$ cat config.mk
export PLATFORM = sky130hd
export DESIGN_NAME = stby_clk_wake
export DESIGN_NICKNAME = d
export VERILOG_FILES = /design/src/rtl/stby_pkg.sv /design/src/rtl/stby_clk_wake.sv
export SDC_FILE = /design/constraint.sdc
export NUM_CORES = 1
export LEC_CHECK = 0
export BUFFER_PORTS_ARGS = -buffer_cell sky130_fd_sc_hd__buf_2
export CAP_MARGIN = 10
export CORE_MARGIN = 2
export CORE_UTILIZATION = 56
export CTS_CLUSTER_DIAMETER = 60
export CTS_CLUSTER_SIZE = 24
export DETAILED_ROUTE_END_ITERATION = 16
export PLACE_DENSITY = 0.79
export SLEW_MARGIN = 20
export SYNTH_ARGS = -nofsm -noshare
export SYNTH_HDL_FRONTEND = slang
export SYNTH_SLANG_ARGS = --single-unit
export TNS_END_PERCENT = 20
$ cat constraint.sdc
create_clock -name core_clk_i -period 2.45 [get_ports core_clk_i]
set_clock_uncertainty 0.15 [all_clocks]
set_input_delay 0.49 -clock core_clk_i [delete_from_list [all_inputs] [get_ports core_clk_i]]
set_output_delay 0.49 -clock core_clk_i [all_outputs]
set_load 0.005 [all_outputs]
$ cat src/rtl/stby_pkg.sv
`default_nettype none
package stby_pkg;
  // Standby state codes, one-hot
  typedef enum logic [3:0] {
    ST_SLEEP = 4'h1,
    ST_TIMER = 4'h2,
    ST_RTC   = 4'h4,
    ST_STOP  = 4'h8
  } stby_state_t;

  // Running clock mode codes
  localparam logic [2:0] MODE_HSRC = 3'h0;
  localparam logic [2:0] MODE_MAIN = 3'h1;
  localparam logic [2:0] MODE_PLL  = 3'h2;
  localparam logic [2:0] MODE_LSRC = 3'h4;
  localparam logic [2:0] MODE_SUB  = 3'h5;

  // Wake source bit positions (status and mask share this layout)
  localparam int SRC_NMI    = 0;
  localparam int SRC_EXT    = 1;
  localparam int SRC_HWWDG  = 2;
  localparam int SRC_USBWK  = 3;
  localparam int SRC_WATCH  = 4;
  localparam int SRC_RTC    = 5;
  localparam int SRC_CECRX  = 6;
  localparam int SRC_REMRX  = 7;
  localparam int SRC_LVD    = 8;
  localparam int SRC_CECTX  = 9;
  localparam int SRC_PERIPH = 10;
  localparam int NSRC = 11;

  // Reset source positions
  localparam int RST_PIN   = 0;
  localparam int RST_LV    = 1;
  localparam int RST_SWWDG = 2;
  localparam int RST_HWWDG = 3;
  localparam int RST_CSV   = 4;
  localparam int RST_FREQ  = 5;
  localparam int NRST = 6;

  // Register map
  localparam logic [3:0] ADDR_CTRL   = 4'h0;
  localparam logic [3:0] ADDR_STATUS = 4'h1;
  localparam logic [3:0] ADDR_MASK   = 4'h2;
  localparam logic [3:0] ADDR_CLKS   = 4'h3;
  localparam logic [NSRC-1:0] MASK_RESET = 11'h000;

  typedef struct packed {
    logic main_osc_enable;
    logic sub_osc_enable;
    logic main_pll_enable;
    logic pll_input_clock_select;
    logic usb_pll_enable;
    logic apb1_clock_enable;
    logic apb2_clock_enable;
  } clock_mode_control_t;

  // Clock run enables
  typedef struct packed {
    logic hsrc;
    logic main_osc;
    logic main_pll;
    logic lsrc;
    logic sub_osc;
    logic usb_pll;
    logic cpu;
    logic ahb;
    logic apb0;
    logic apb1;
    logic apb2;
  } clk_run_t;

  typedef struct packed {
    logic [3:0] addr;
    logic [15:0] wdata;
    logic wr;
    logic rd;
  } reg_req_t;
endpackage
`default_nettype wire

$ cat src/rtl/stby_clk_wake.sv
`default_nettype none
// How it works
// RULE1 - In timer states CPU, AHB, APB and USB PLL stop, low RC runs, high RC runs only in high RC, main and PLL variants.
// RULE2 - In the high RC timer variant main osc follows its enable and the PLL needs both enables.
// RULE3 - Main timer keeps main osc and gates the PLL by its enable; PLL timer keeps the PLL and gates main osc by enable and input select.
// RULE4 - The sub oscillator always runs in sub timer and follows its enable otherwise.
// RULE5 - RTC standby keeps only the sub oscillator; stop halts everything.
// RULE6 - Each state accepts only its own set of reset sources.
// RULE7 - Sleep wakes on any enabled interrupt except the control-link transmit one; timer wakes on a fixed list.
// RULE8 - RTC and stop states wake on their own shorter lists.
// RULE9 - A control-link transmit interrupt never wakes any standby state.
// RULE10 - A reset wake resumes in high RC run mode after both RC oscillators settle.
// RULE11 - Wake is the OR of permitted sources; all others are masked.
module stby_clk_wake (
  // Clock and reset
  input wire logic core_clk_i,
  input wire logic arst_n_i,
  // Register port
  input wire stby_pkg::reg_req_t req_i,
  output logic [15:0] rdata_o,
  // Standby control
  input wire logic stby_enter_i,
  input wire stby_pkg::stby_state_t stby_state_i,
  input wire logic [2:0] running_clock_mode_i,
  input wire logic hsrc_ready_i,
  input wire logic lsrc_ready_i,
  // Wake sources, asynchronous
  input wire logic [stby_pkg::NSRC-1:0] irq_src_i,
  input wire logic [stby_pkg::NRST-1:0] rst_src_i,
  // Outputs
  output stby_pkg::clk_run_t clk_run_o,
  output logic wake_o,
  output logic resume_hsrc_o,
  output logic [2:0] resume_mode_o,
  output logic irq_o
);
  import stby_pkg::*;

  typedef struct packed {
    clock_mode_control_t ctl;
    logic [NSRC-1:0] status;
    logic [NSRC-1:0] mask;
    logic in_stby;
    stby_state_t st;
    logic [2:0] mode;
    logic rst_wait;
    logic [NSRC-1:0] s1, s2, s3, irq_q;
    logic [NRST-1:0] r1, r2, r3, rst_q;
    clk_run_t run;
    logic wake;
    logic resume_hsrc;
    logic [2:0] resume_mode;
    logic irq;
    logic [15:0] rdata;
  } state_t;

  state_t state_reg, state_next;
  logic [NSRC-1:0] irq_ok;
  logic [NRST-1:0] rst_ok;
  logic irq_wake, rst_wake;
  clk_run_t run_c;

  always_comb begin
    clock_mode_control_t c;
    logic var_mh;
    c = state_reg.ctl;
    var_mh = (state_reg.mode == MODE_HSRC) || (state_reg.mode == MODE_MAIN)
      || (state_reg.mode == MODE_PLL);
    run_c = '1;
    if (state_reg.in_stby) begin
      unique case (state_reg.st)
        ST_SLEEP: begin
          run_c.cpu = 1'b0;
          run_c.apb1 = c.apb1_clock_enable;
          run_c.apb2 = c.apb2_clock_enable;
          run_c.hsrc = var_mh;
          run_c.lsrc = 1'b1;
          run_c.main_osc = 1'b0;
          run_c.main_pll = 1'b0;
          run_c.usb_pll = 1'b0;
          if (state_reg.mode == MODE_HSRC) begin
            run_c.main_osc = c.main_osc_enable;
            run_c.main_pll = c.main_osc_enable & c.main_pll_enable;
            run_c.usb_pll = c.main_osc_enable & c.usb_pll_enable;
          end else if (state_reg.mode == MODE_MAIN) begin
            run_c.main_osc = 1'b1;
            run_c.main_pll = c.main_pll_enable;
            run_c.usb_pll = c.usb_pll_enable;
          end else if (state_reg.mode == MODE_PLL) begin
            run_c.main_osc = c.main_osc_enable & c.pll_input_clock_select;
            run_c.main_pll = 1'b1;
            run_c.usb_pll = c.usb_pll_enable;
          end
          run_c.sub_osc = (state_reg.mode == MODE_SUB) | c.sub_osc_enable;
        end
        ST_TIMER: begin
          run_c.cpu = 1'b0; // [RULE1]
          run_c.ahb = 1'b0; // [RULE1]
          run_c.apb0 = 1'b0; // [RULE1]
          run_c.apb1 = 1'b0; // [RULE1]
          run_c.apb2 = 1'b0; // [RULE1]
          run_c.usb_pll = 1'b0; // [RULE1]
          run_c.lsrc = 1'b1; // [RULE1]
          run_c.hsrc = var_mh; // [RULE1]
          run_c.main_osc = 1'b0;
          run_c.main_pll = 1'b0;
          if (state_reg.mode == MODE_HSRC) begin
            run_c.main_osc = c.main_osc_enable; // [RULE2]
            run_c.main_pll = c.main_osc_enable & c.main_pll_enable; // [RULE2]
          end else if (state_reg.mode == MODE_MAIN) begin
            run_c.main_osc = 1'b1; // [RULE3]
            run_c.main_pll = c.main_pll_enable; // [RULE3]
          end else if (state_reg.mode == MODE_PLL) begin
            run_c.main_pll = 1'b1; // [RULE3]
            run_c.main_osc = c.main_osc_enable & c.pll_input_clock_select;
          end
          run_c.sub_osc = (state_reg.mode == MODE_SUB)
            | c.sub_osc_enable; // [RULE4]
        end
        ST_RTC: begin
          run_c = '0;
          run_c.sub_osc = 1'b1; // [RULE5]
        end
        ST_STOP: begin
          run_c = '0; // [RULE5]
        end
        default: run_c = '1;
      endcase
    end
  end

  // Per-state permitted source sets
  always_comb begin
    irq_ok = '0;
    rst_ok = '0;
    unique case (state_reg.st)
      ST_SLEEP: begin
        irq_ok = ~state_reg.mask; // [RULE7]
        rst_ok = '1; // [RULE6]
      end
      ST_TIMER: begin
        irq_ok[SRC_NMI] = 1'b1; // [RULE7]
        irq_ok[SRC_EXT] = 1'b1;
        irq_ok[SRC_HWWDG] = 1'b1;
        irq_ok[SRC_USBWK] = 1'b1;
        irq_ok[SRC_WATCH] = 1'b1;
        irq_ok[SRC_RTC] = 1'b1;
        irq_ok[SRC_CECRX] = 1'b1;
        irq_ok[SRC_REMRX] = 1'b1;
        irq_ok[SRC_LVD] = 1'b1;
        rst_ok = '1; // [RULE6]
        rst_ok[RST_SWWDG] = 1'b0;
        rst_ok[RST_FREQ] = (state_reg.mode == MODE_MAIN)
          || (state_reg.mode == MODE_PLL);
      end
      ST_RTC: begin
        irq_ok[SRC_NMI] = 1'b1; // [RULE8]
        irq_ok[SRC_EXT] = 1'b1;
        irq_ok[SRC_USBWK] = 1'b1;
        irq_ok[SRC_RTC] = 1'b1;
        irq_ok[SRC_CECRX] = 1'b1;
        irq_ok[SRC_REMRX] = 1'b1;
        irq_ok[SRC_LVD] = 1'b1;
        rst_ok[RST_PIN] = 1'b1; // [RULE6]
        rst_ok[RST_LV] = 1'b1;
      end
      ST_STOP: begin
        irq_ok[SRC_NMI] = 1'b1; // [RULE8]
        irq_ok[SRC_EXT] = 1'b1;
        irq_ok[SRC_USBWK] = 1'b1;
        irq_ok[SRC_LVD] = 1'b1;
        rst_ok[RST_PIN] = 1'b1; // [RULE6]
        rst_ok[RST_LV] = 1'b1;
      end
      default: begin
        irq_ok = '0;
        rst_ok = '0;
      end
    endcase
    irq_ok[SRC_CECTX] = 1'b0; // [RULE9]
  end

  // Gating before OR keeps a forbidden source from ever waking
  assign irq_wake = |(state_reg.irq_q & irq_ok); // [RULE11]
  assign rst_wake = |(state_reg.rst_q & rst_ok); // [RULE11]

  always_comb begin
    logic [NSRC-1:0] clr;
    state_next = state_reg;
    clr = '0;
    state_next.s1 = irq_src_i;
    state_next.s2 = state_reg.s1;
    state_next.s3 = state_reg.s2;
    if (state_reg.s2 == state_reg.s3) begin
      state_next.irq_q = state_reg.s3;
    end
    state_next.r1 = rst_src_i;
    state_next.r2 = state_reg.r1;
    state_next.r3 = state_reg.r2;
    if (state_reg.r2 == state_reg.r3) begin
      state_next.rst_q = state_reg.r3;
    end
    if (req_i.wr) begin
      unique case (req_i.addr)
        ADDR_CTRL: state_next.ctl = req_i.wdata[6:0];
        ADDR_STATUS: clr = req_i.wdata[NSRC-1:0];
        ADDR_MASK: state_next.mask = req_i.wdata[NSRC-1:0];
        default: ;
      endcase
    end
    // Set beats clear
    state_next.status = (state_reg.status & ~clr) | state_reg.irq_q;
    state_next.rdata = '0;
    if (req_i.rd) begin
      unique case (req_i.addr)
        ADDR_CTRL: state_next.rdata = {9'h000, state_reg.ctl};
        ADDR_STATUS: state_next.rdata = {5'h00, state_reg.status};
        ADDR_MASK: state_next.rdata = {5'h00, state_reg.mask};
        ADDR_CLKS: state_next.rdata = {5'h00, state_reg.run};
        default: state_next.rdata = '0;
      endcase
    end
    state_next.wake = 1'b0;
    if (!state_reg.in_stby) begin
      if (stby_enter_i) begin
        state_next.in_stby = 1'b1;
        state_next.st = stby_state_i;
        state_next.mode = running_clock_mode_i;
      end
    end else if (rst_wake) begin
      state_next.in_stby = 1'b0;
      state_next.wake = 1'b1;
      state_next.rst_wait = 1'b1; // [RULE10]
    end else if (irq_wake) begin
      state_next.in_stby = 1'b0;
      state_next.wake = 1'b1;
      state_next.resume_mode = state_reg.mode;
    end
    if (state_reg.rst_wait && hsrc_ready_i && lsrc_ready_i) begin
      state_next.rst_wait = 1'b0;
      state_next.resume_hsrc = 1'b1; // [RULE10]
      state_next.resume_mode = MODE_HSRC; // [RULE10]
    end else begin
      state_next.resume_hsrc = 1'b0;
    end
    state_next.run = run_c;
    state_next.irq = |(state_reg.status & ~state_reg.mask);
  end

  always_ff @(posedge core_clk_i or negedge arst_n_i) begin
    if (!arst_n_i) begin
      state_reg <= '0;
      state_reg.st <= ST_SLEEP;
      state_reg.mask <= MASK_RESET;
      state_reg.run <= '1;
    end else begin
      state_reg <= state_next;
    end
  end

  assign clk_run_o = state_reg.run;
  assign wake_o = state_reg.wake;
  assign resume_hsrc_o = state_reg.resume_hsrc;
  assign resume_mode_o = state_reg.resume_mode;
  assign irq_o = state_reg.irq;
  assign rdata_o = state_reg.rdata;
endmodule
`default_nettype wire

### Word-level counts from Yosys, hierarchy flattened

Index checks and enable logic that the tools add are counted.

* register bits: 139
* input port bits: 51
* output and inout bits: 33
* logic and storage cells: 121

* eq/ne operators: 13
* muxes and demuxes: 38
* bitwise gates (word level): 12
* reductions and logical operators: 21

Operator list (count)
* $mux 11: 4
* $pmux 11 s4: 1
* $and 11x11->11: 3
* $pmux 7 s4: 1
* $not 11->11: 2
* $reduce_or 11->1: 2
* $mux 1: 13
* $eq 4x2->1 const B: 3
* $mux 2: 6
* $mux 3: 4
* $eq 11x11->1: 1
* $or 11x11->11: 1
* $eq 4x1->1 const B: 2
* $mux 8: 1
* $pmux 1 s2: 4
* $pmux 2 s2: 2
* $pmux 4 s2: 1
* $reduce_and 2->1: 4
* $and 6x6->6: 1
* $eq 6x6->1: 1
* $pmux 3 s2: 1
* $reduce_bool 2->1: 3
* $reduce_or 6->1: 1
* $eq 4x3->1 const B: 1
* other kinds (16): 21

### Depth between registers and ports, before layout

* depth after elaboration: 9
* mapped depth: 7
* gate-level depth less buffers: 5

### Worst setup path after synthesis

No wires, ideal clock.

* kind: reg-to-reg
* start: register state_reg[107] (netlist bit)
* end: register state_reg (netlist bit resume_mode_o[0])
* library setup time: 80 ps
* arrival time: 1849 ps
* path slack: 371 ps
* cell stages (with the launch flop): 7
* buffers on the path: 1
* clock period less this slack: 2079 ps
* cells stage by stage: dfrtp_1 > buf_4 > or4b_4 > a21boi_1 > nand3_1 > mux2_2 > o211ai_2

* longest elaborated chain between the ends: 7

Ends and longest elaborated chain
* from (decl): line stby_clk_wake.sv:57 `state_t state_reg, state_next;`
* from (signal assigned): line stby_clk_wake.sv:257 `state_reg <= state_next;`
* $eq 4x2->1 (tied with other cells): line stby_clk_wake.sv:136 `unique case (state_reg.st)`
* $reduce_or 3->1 (no source line) (tied with other cells)
* $pmux 2 s2 (tied with other cells): line stby_clk_wake.sv:136
* $and 11x11->11 or $and 6x6->6 (tied branches): line stby_clk_wake.sv:184, stby_clk_wake.sv:185
* $reduce_or 11->1 or $reduce_or 6->1 (tied branches): line stby_clk_wake.sv:184, stby_clk_wake.sv:185
* $reduce_bool 2->1 (no source line) or $ne 2x1->1 (tied branches)
* $reduce_and 3->1 (no source line) (*)

Mark *: on every way between the ends. The rest lies on a longest branch, timed or not.
A chain may end at the register's enable or synchronous reset.

### Worst setup path in the final report

* start: register state_reg[105] (netlist bit)
* end: register state_reg (netlist bit resume_mode_o[0])

Same word-level chain as after synthesis.

==> impl_metrics.tcl <==
set metrics [dict create \
    r2r-end "resume_mode_o[0]$_DFFE_PN0P_" \
    cp.required_ns 2.70 \
    clock_sinks 133 \
    grt_pass1_vias 3401 \
    register_area_mm2 0.00334 \
    dp_hpwl_um 7330 \
    drive_gt1_frac 0.333 \
    power_density_mw_per_mm2 1080 \
    ant_nets 0 \
    synth-async-reset-ratio 1.00 \
    power_w 0.00714 \
    finalHoldViolations 0 \
    vias 3588 \
    grt_max_degree 134 \
    vias_per_cell 5.44 \
    design_area_mm2 0.00658 \
    ys.flop_type "dfrtp_1" \
    synth.area.top_cells "dfrtp_1, mux2_2, dfstp_2" \
    numCtsBuffers 17 \
    p_int_w 0.00488 \
    tightest_slew_ns 0.714 \
    p_seq_frac 0.432 \
    synth_top_area_frac 0.557 \
    avgSynthCellArea_um2 12.5 \
    clk_latency_ns 0.52 \
    status "complete, no violations" \
    num_rows 36 \
    hold_class "in2reg" \
    start_kind "flop" \
    antenna_cells 0 \
    wire_per_inst_um 16.5 \
    slew_headroom 0.520 \
    min-delay-start "running_clock_mode_i[0]" \
    worstPathMaxFanout 18 \
    total_leakage_power_nw 3.01 \
    synth_cell_types 58 \
    placed_area_mm2 0.00580 \
    grt_first_pass_wirelength_um 17200 \
    synth_cells 439 \
    areaGrowthSynthToFinish_pct 20.2 \
    setup_viol 0 \
    rr_worst_depth 5 \
    routed_wl_um 10800 \
    htreeDepth 4 \
    fin_crit_sh 0.938 \
    yosysMostFrequentCell "dfrtp_1" \
    hold-path-cell-count 2 \
    multi_input_area_mm2 0.00179 \
    clk_pin_slew_worst_paths_ns 0.07 \
    die_height_um 103 \
    synth_seq_area_share 0.610 \
    overflow 0 \
    fin_crit_ns 2.30 \
    clock-root-buffer "clkbuf_8" \
    end_kind "flop" \
    gp_congestion 0.883 \
    io_pins 84 \
    fp.dieW_um 103 \
    path_class "reg2reg" \
    cts_tree "done" \
    nFillCells 689 \
    synth-edff-count 0 \
    grt_setup_unrepaired "no" \
    fmax_mhz 435 \
    die-area_mm2 0.0106 \
    post_cts_buffers 0 \
    port_buffers 73 \
    synth_common_cells "dfrtp_1, mux2_2, nand2_1, buf_4, inv_1" \
    syn_area_mm2 0.00548 \
    tns_ns 0 \
    arrival_ns 2.55 \
    switching_share 0.316 \
    ys_warn_count 0 \
    initial_core_util 0.568 \
    drv_cap 0 \
    dr.pass1.iters 4 \
    ys_ff_latch 133 \
    drt_iter0_drc 277 \
    grt_usage 0.222 \
    clock_path_buffers 2 \
    antenna_found_initial 0 \
    power_frac_clock 0.353 \
    synth_area_leader_cell "dfrtp_1" \
    largest_register_ffs 72 \
    drc 0 \
    rrSetupSlack_ns 0.15 \
    p_sw_w 0.00225 \
    nets 564 \
    final_max_slew_viol_count 0 \
    r2r-start "state_reg[105]$_DFFE_PN1P_" \
    comb_power_share 0.214 \
    peakVddDrop_mv 0.786 \
    core_mm2 0.00964 \
    whs_endpoint "state_reg[102]$_DFFE_PN0P_" \
]
==> metal layers <==
layer,GRT usage,vias up,wire length (um)
met4,0.128,0,383
met3,0.0658,26,764
met1,0.301,1754,4690
li1,-,1657,-
met2,0.320,151,5010
met5,0,-,0
==> critical path, stage by stage, from the launching register on <==
cell and delay [ns]:
dfstp_2 0.73, or4b_1 0.57, o311ai_2 0.19, a211oi_4 0.18, mux2_2 0.28, o211ai_2 0.08
==> power by group through the flow <==
stage,sequential [W],clock (W),combinational [W]
6_report,0.00308,0.00252,0.00153
5_1_grt,0.00313,0.00268,0.00169
4_1_cts,0.00307,0.00256,0.00149
3_5_place_dp,0.00310,0,0.00146
3_3_place_gp,0.00307,0,0.00141
2_1_floorplan,0.00284,0,0.00134
==> cell families after synthesis <==
| logic type | synth area share |
|---|---|
| flops | 0.610 |
| xor+xnor | 0.0336 |
| compound gates | 0.109 |
| buf+inv | 0.0692 |
| mux | 0.0802 |
| other cells | 0.000685 |
| simple gates | 0.0978 |
==> worst max path at each step <==
stage                                    start                           end  slack (ns)  cells past startpoint
finish              state_reg[105]$_DFFE_PN1P_  resume_mode_o[0]$_DFFE_PN0P_        0.15                      5
global route        state_reg[107]$_DFFE_PN0P_  resume_mode_o[0]$_DFFE_PN0P_        0.05                      5
floorplan           state_reg[107]$_DFFE_PN0P_  resume_mode_o[0]$_DFFE_PN0P_        0.37                      6
CTS                 state_reg[105]$_DFFE_PN1P_  resume_mode_o[0]$_DFFE_PN0P_        0.12                      5
detailed placement  state_reg[105]$_DFFE_PN1P_  resume_mode_o[0]$_DFFE_PN0P_        0.12                      5
global placement    state_reg[105]$_DFFE_PN1P_  resume_mode_o[1]$_DFFE_PN0P_        0.21                      5
==> cell usage in the layout, fill, tap and decap left out, types with 3 or more instances in the layout <==
master         Yosys  final
nor3b_1            3      3
buf_4             31      7
inv_6              0      8
and3_1             5      5
a21o_1             7      7
a31oi_1            3      3
mux2_2            39     39
buf_2              3     72
nand2_1           38     38
nor2_1            17     17
o211ai_1           3      3
o22ai_1            6      6
and2_1             4      4
dlygate4sd3_1      0     18
o211ai_2           3      3
conb_1             1      5
dfstp_2           11     11
a222oi_1           5      5
o21ai_0           10     10
inv_1             20     20
nand3_1            7      7
dfrtp_1          122    122
a21oi_1           10     10
clkbuf_16          0     16
a22oi_1           12     12
xor2_1             4      4
nand4_1            5      5
nor2b_1            3      3
xnor2_1           17     17
==> area by class of cell <==
| class | count | share of cell area |
|---|---|---|
| Clock inverter | 15 | 0.0276 |
| Sequential cell | 133 | 0.508 |
| Timing Repair Buffer | 98 | 0.0931 |
| Inverter | 20 | 0.0114 |
| Tap cell | 133 | 0.0253 |
| Multi-Input combinational cell | 243 | 0.272 |
| Clock buffer | 17 | 0.0629 |
==> metrics by stage <==
step	hold slack [ns]	instances	setup slack [ns]	utilization
floorplan	0.0444	443	0.371	-
global placement	0.181	609	0.207	0.602
CTS	0.0302	659	0.116	0.682
global route	0.0341	659	0.0469	0.683
finish	0.0451	659	0.152	0.683
detailed placement	0.185	609	0.123	0.602
==> what timing repair did <==
item,CTS,global route
resized for setup,0,1
endpoints found under the setup margin,0,3
hold buffers,18,0
hold endpoints to repair,139,0
Note: power is estimated with default switching activity, not from simulation.
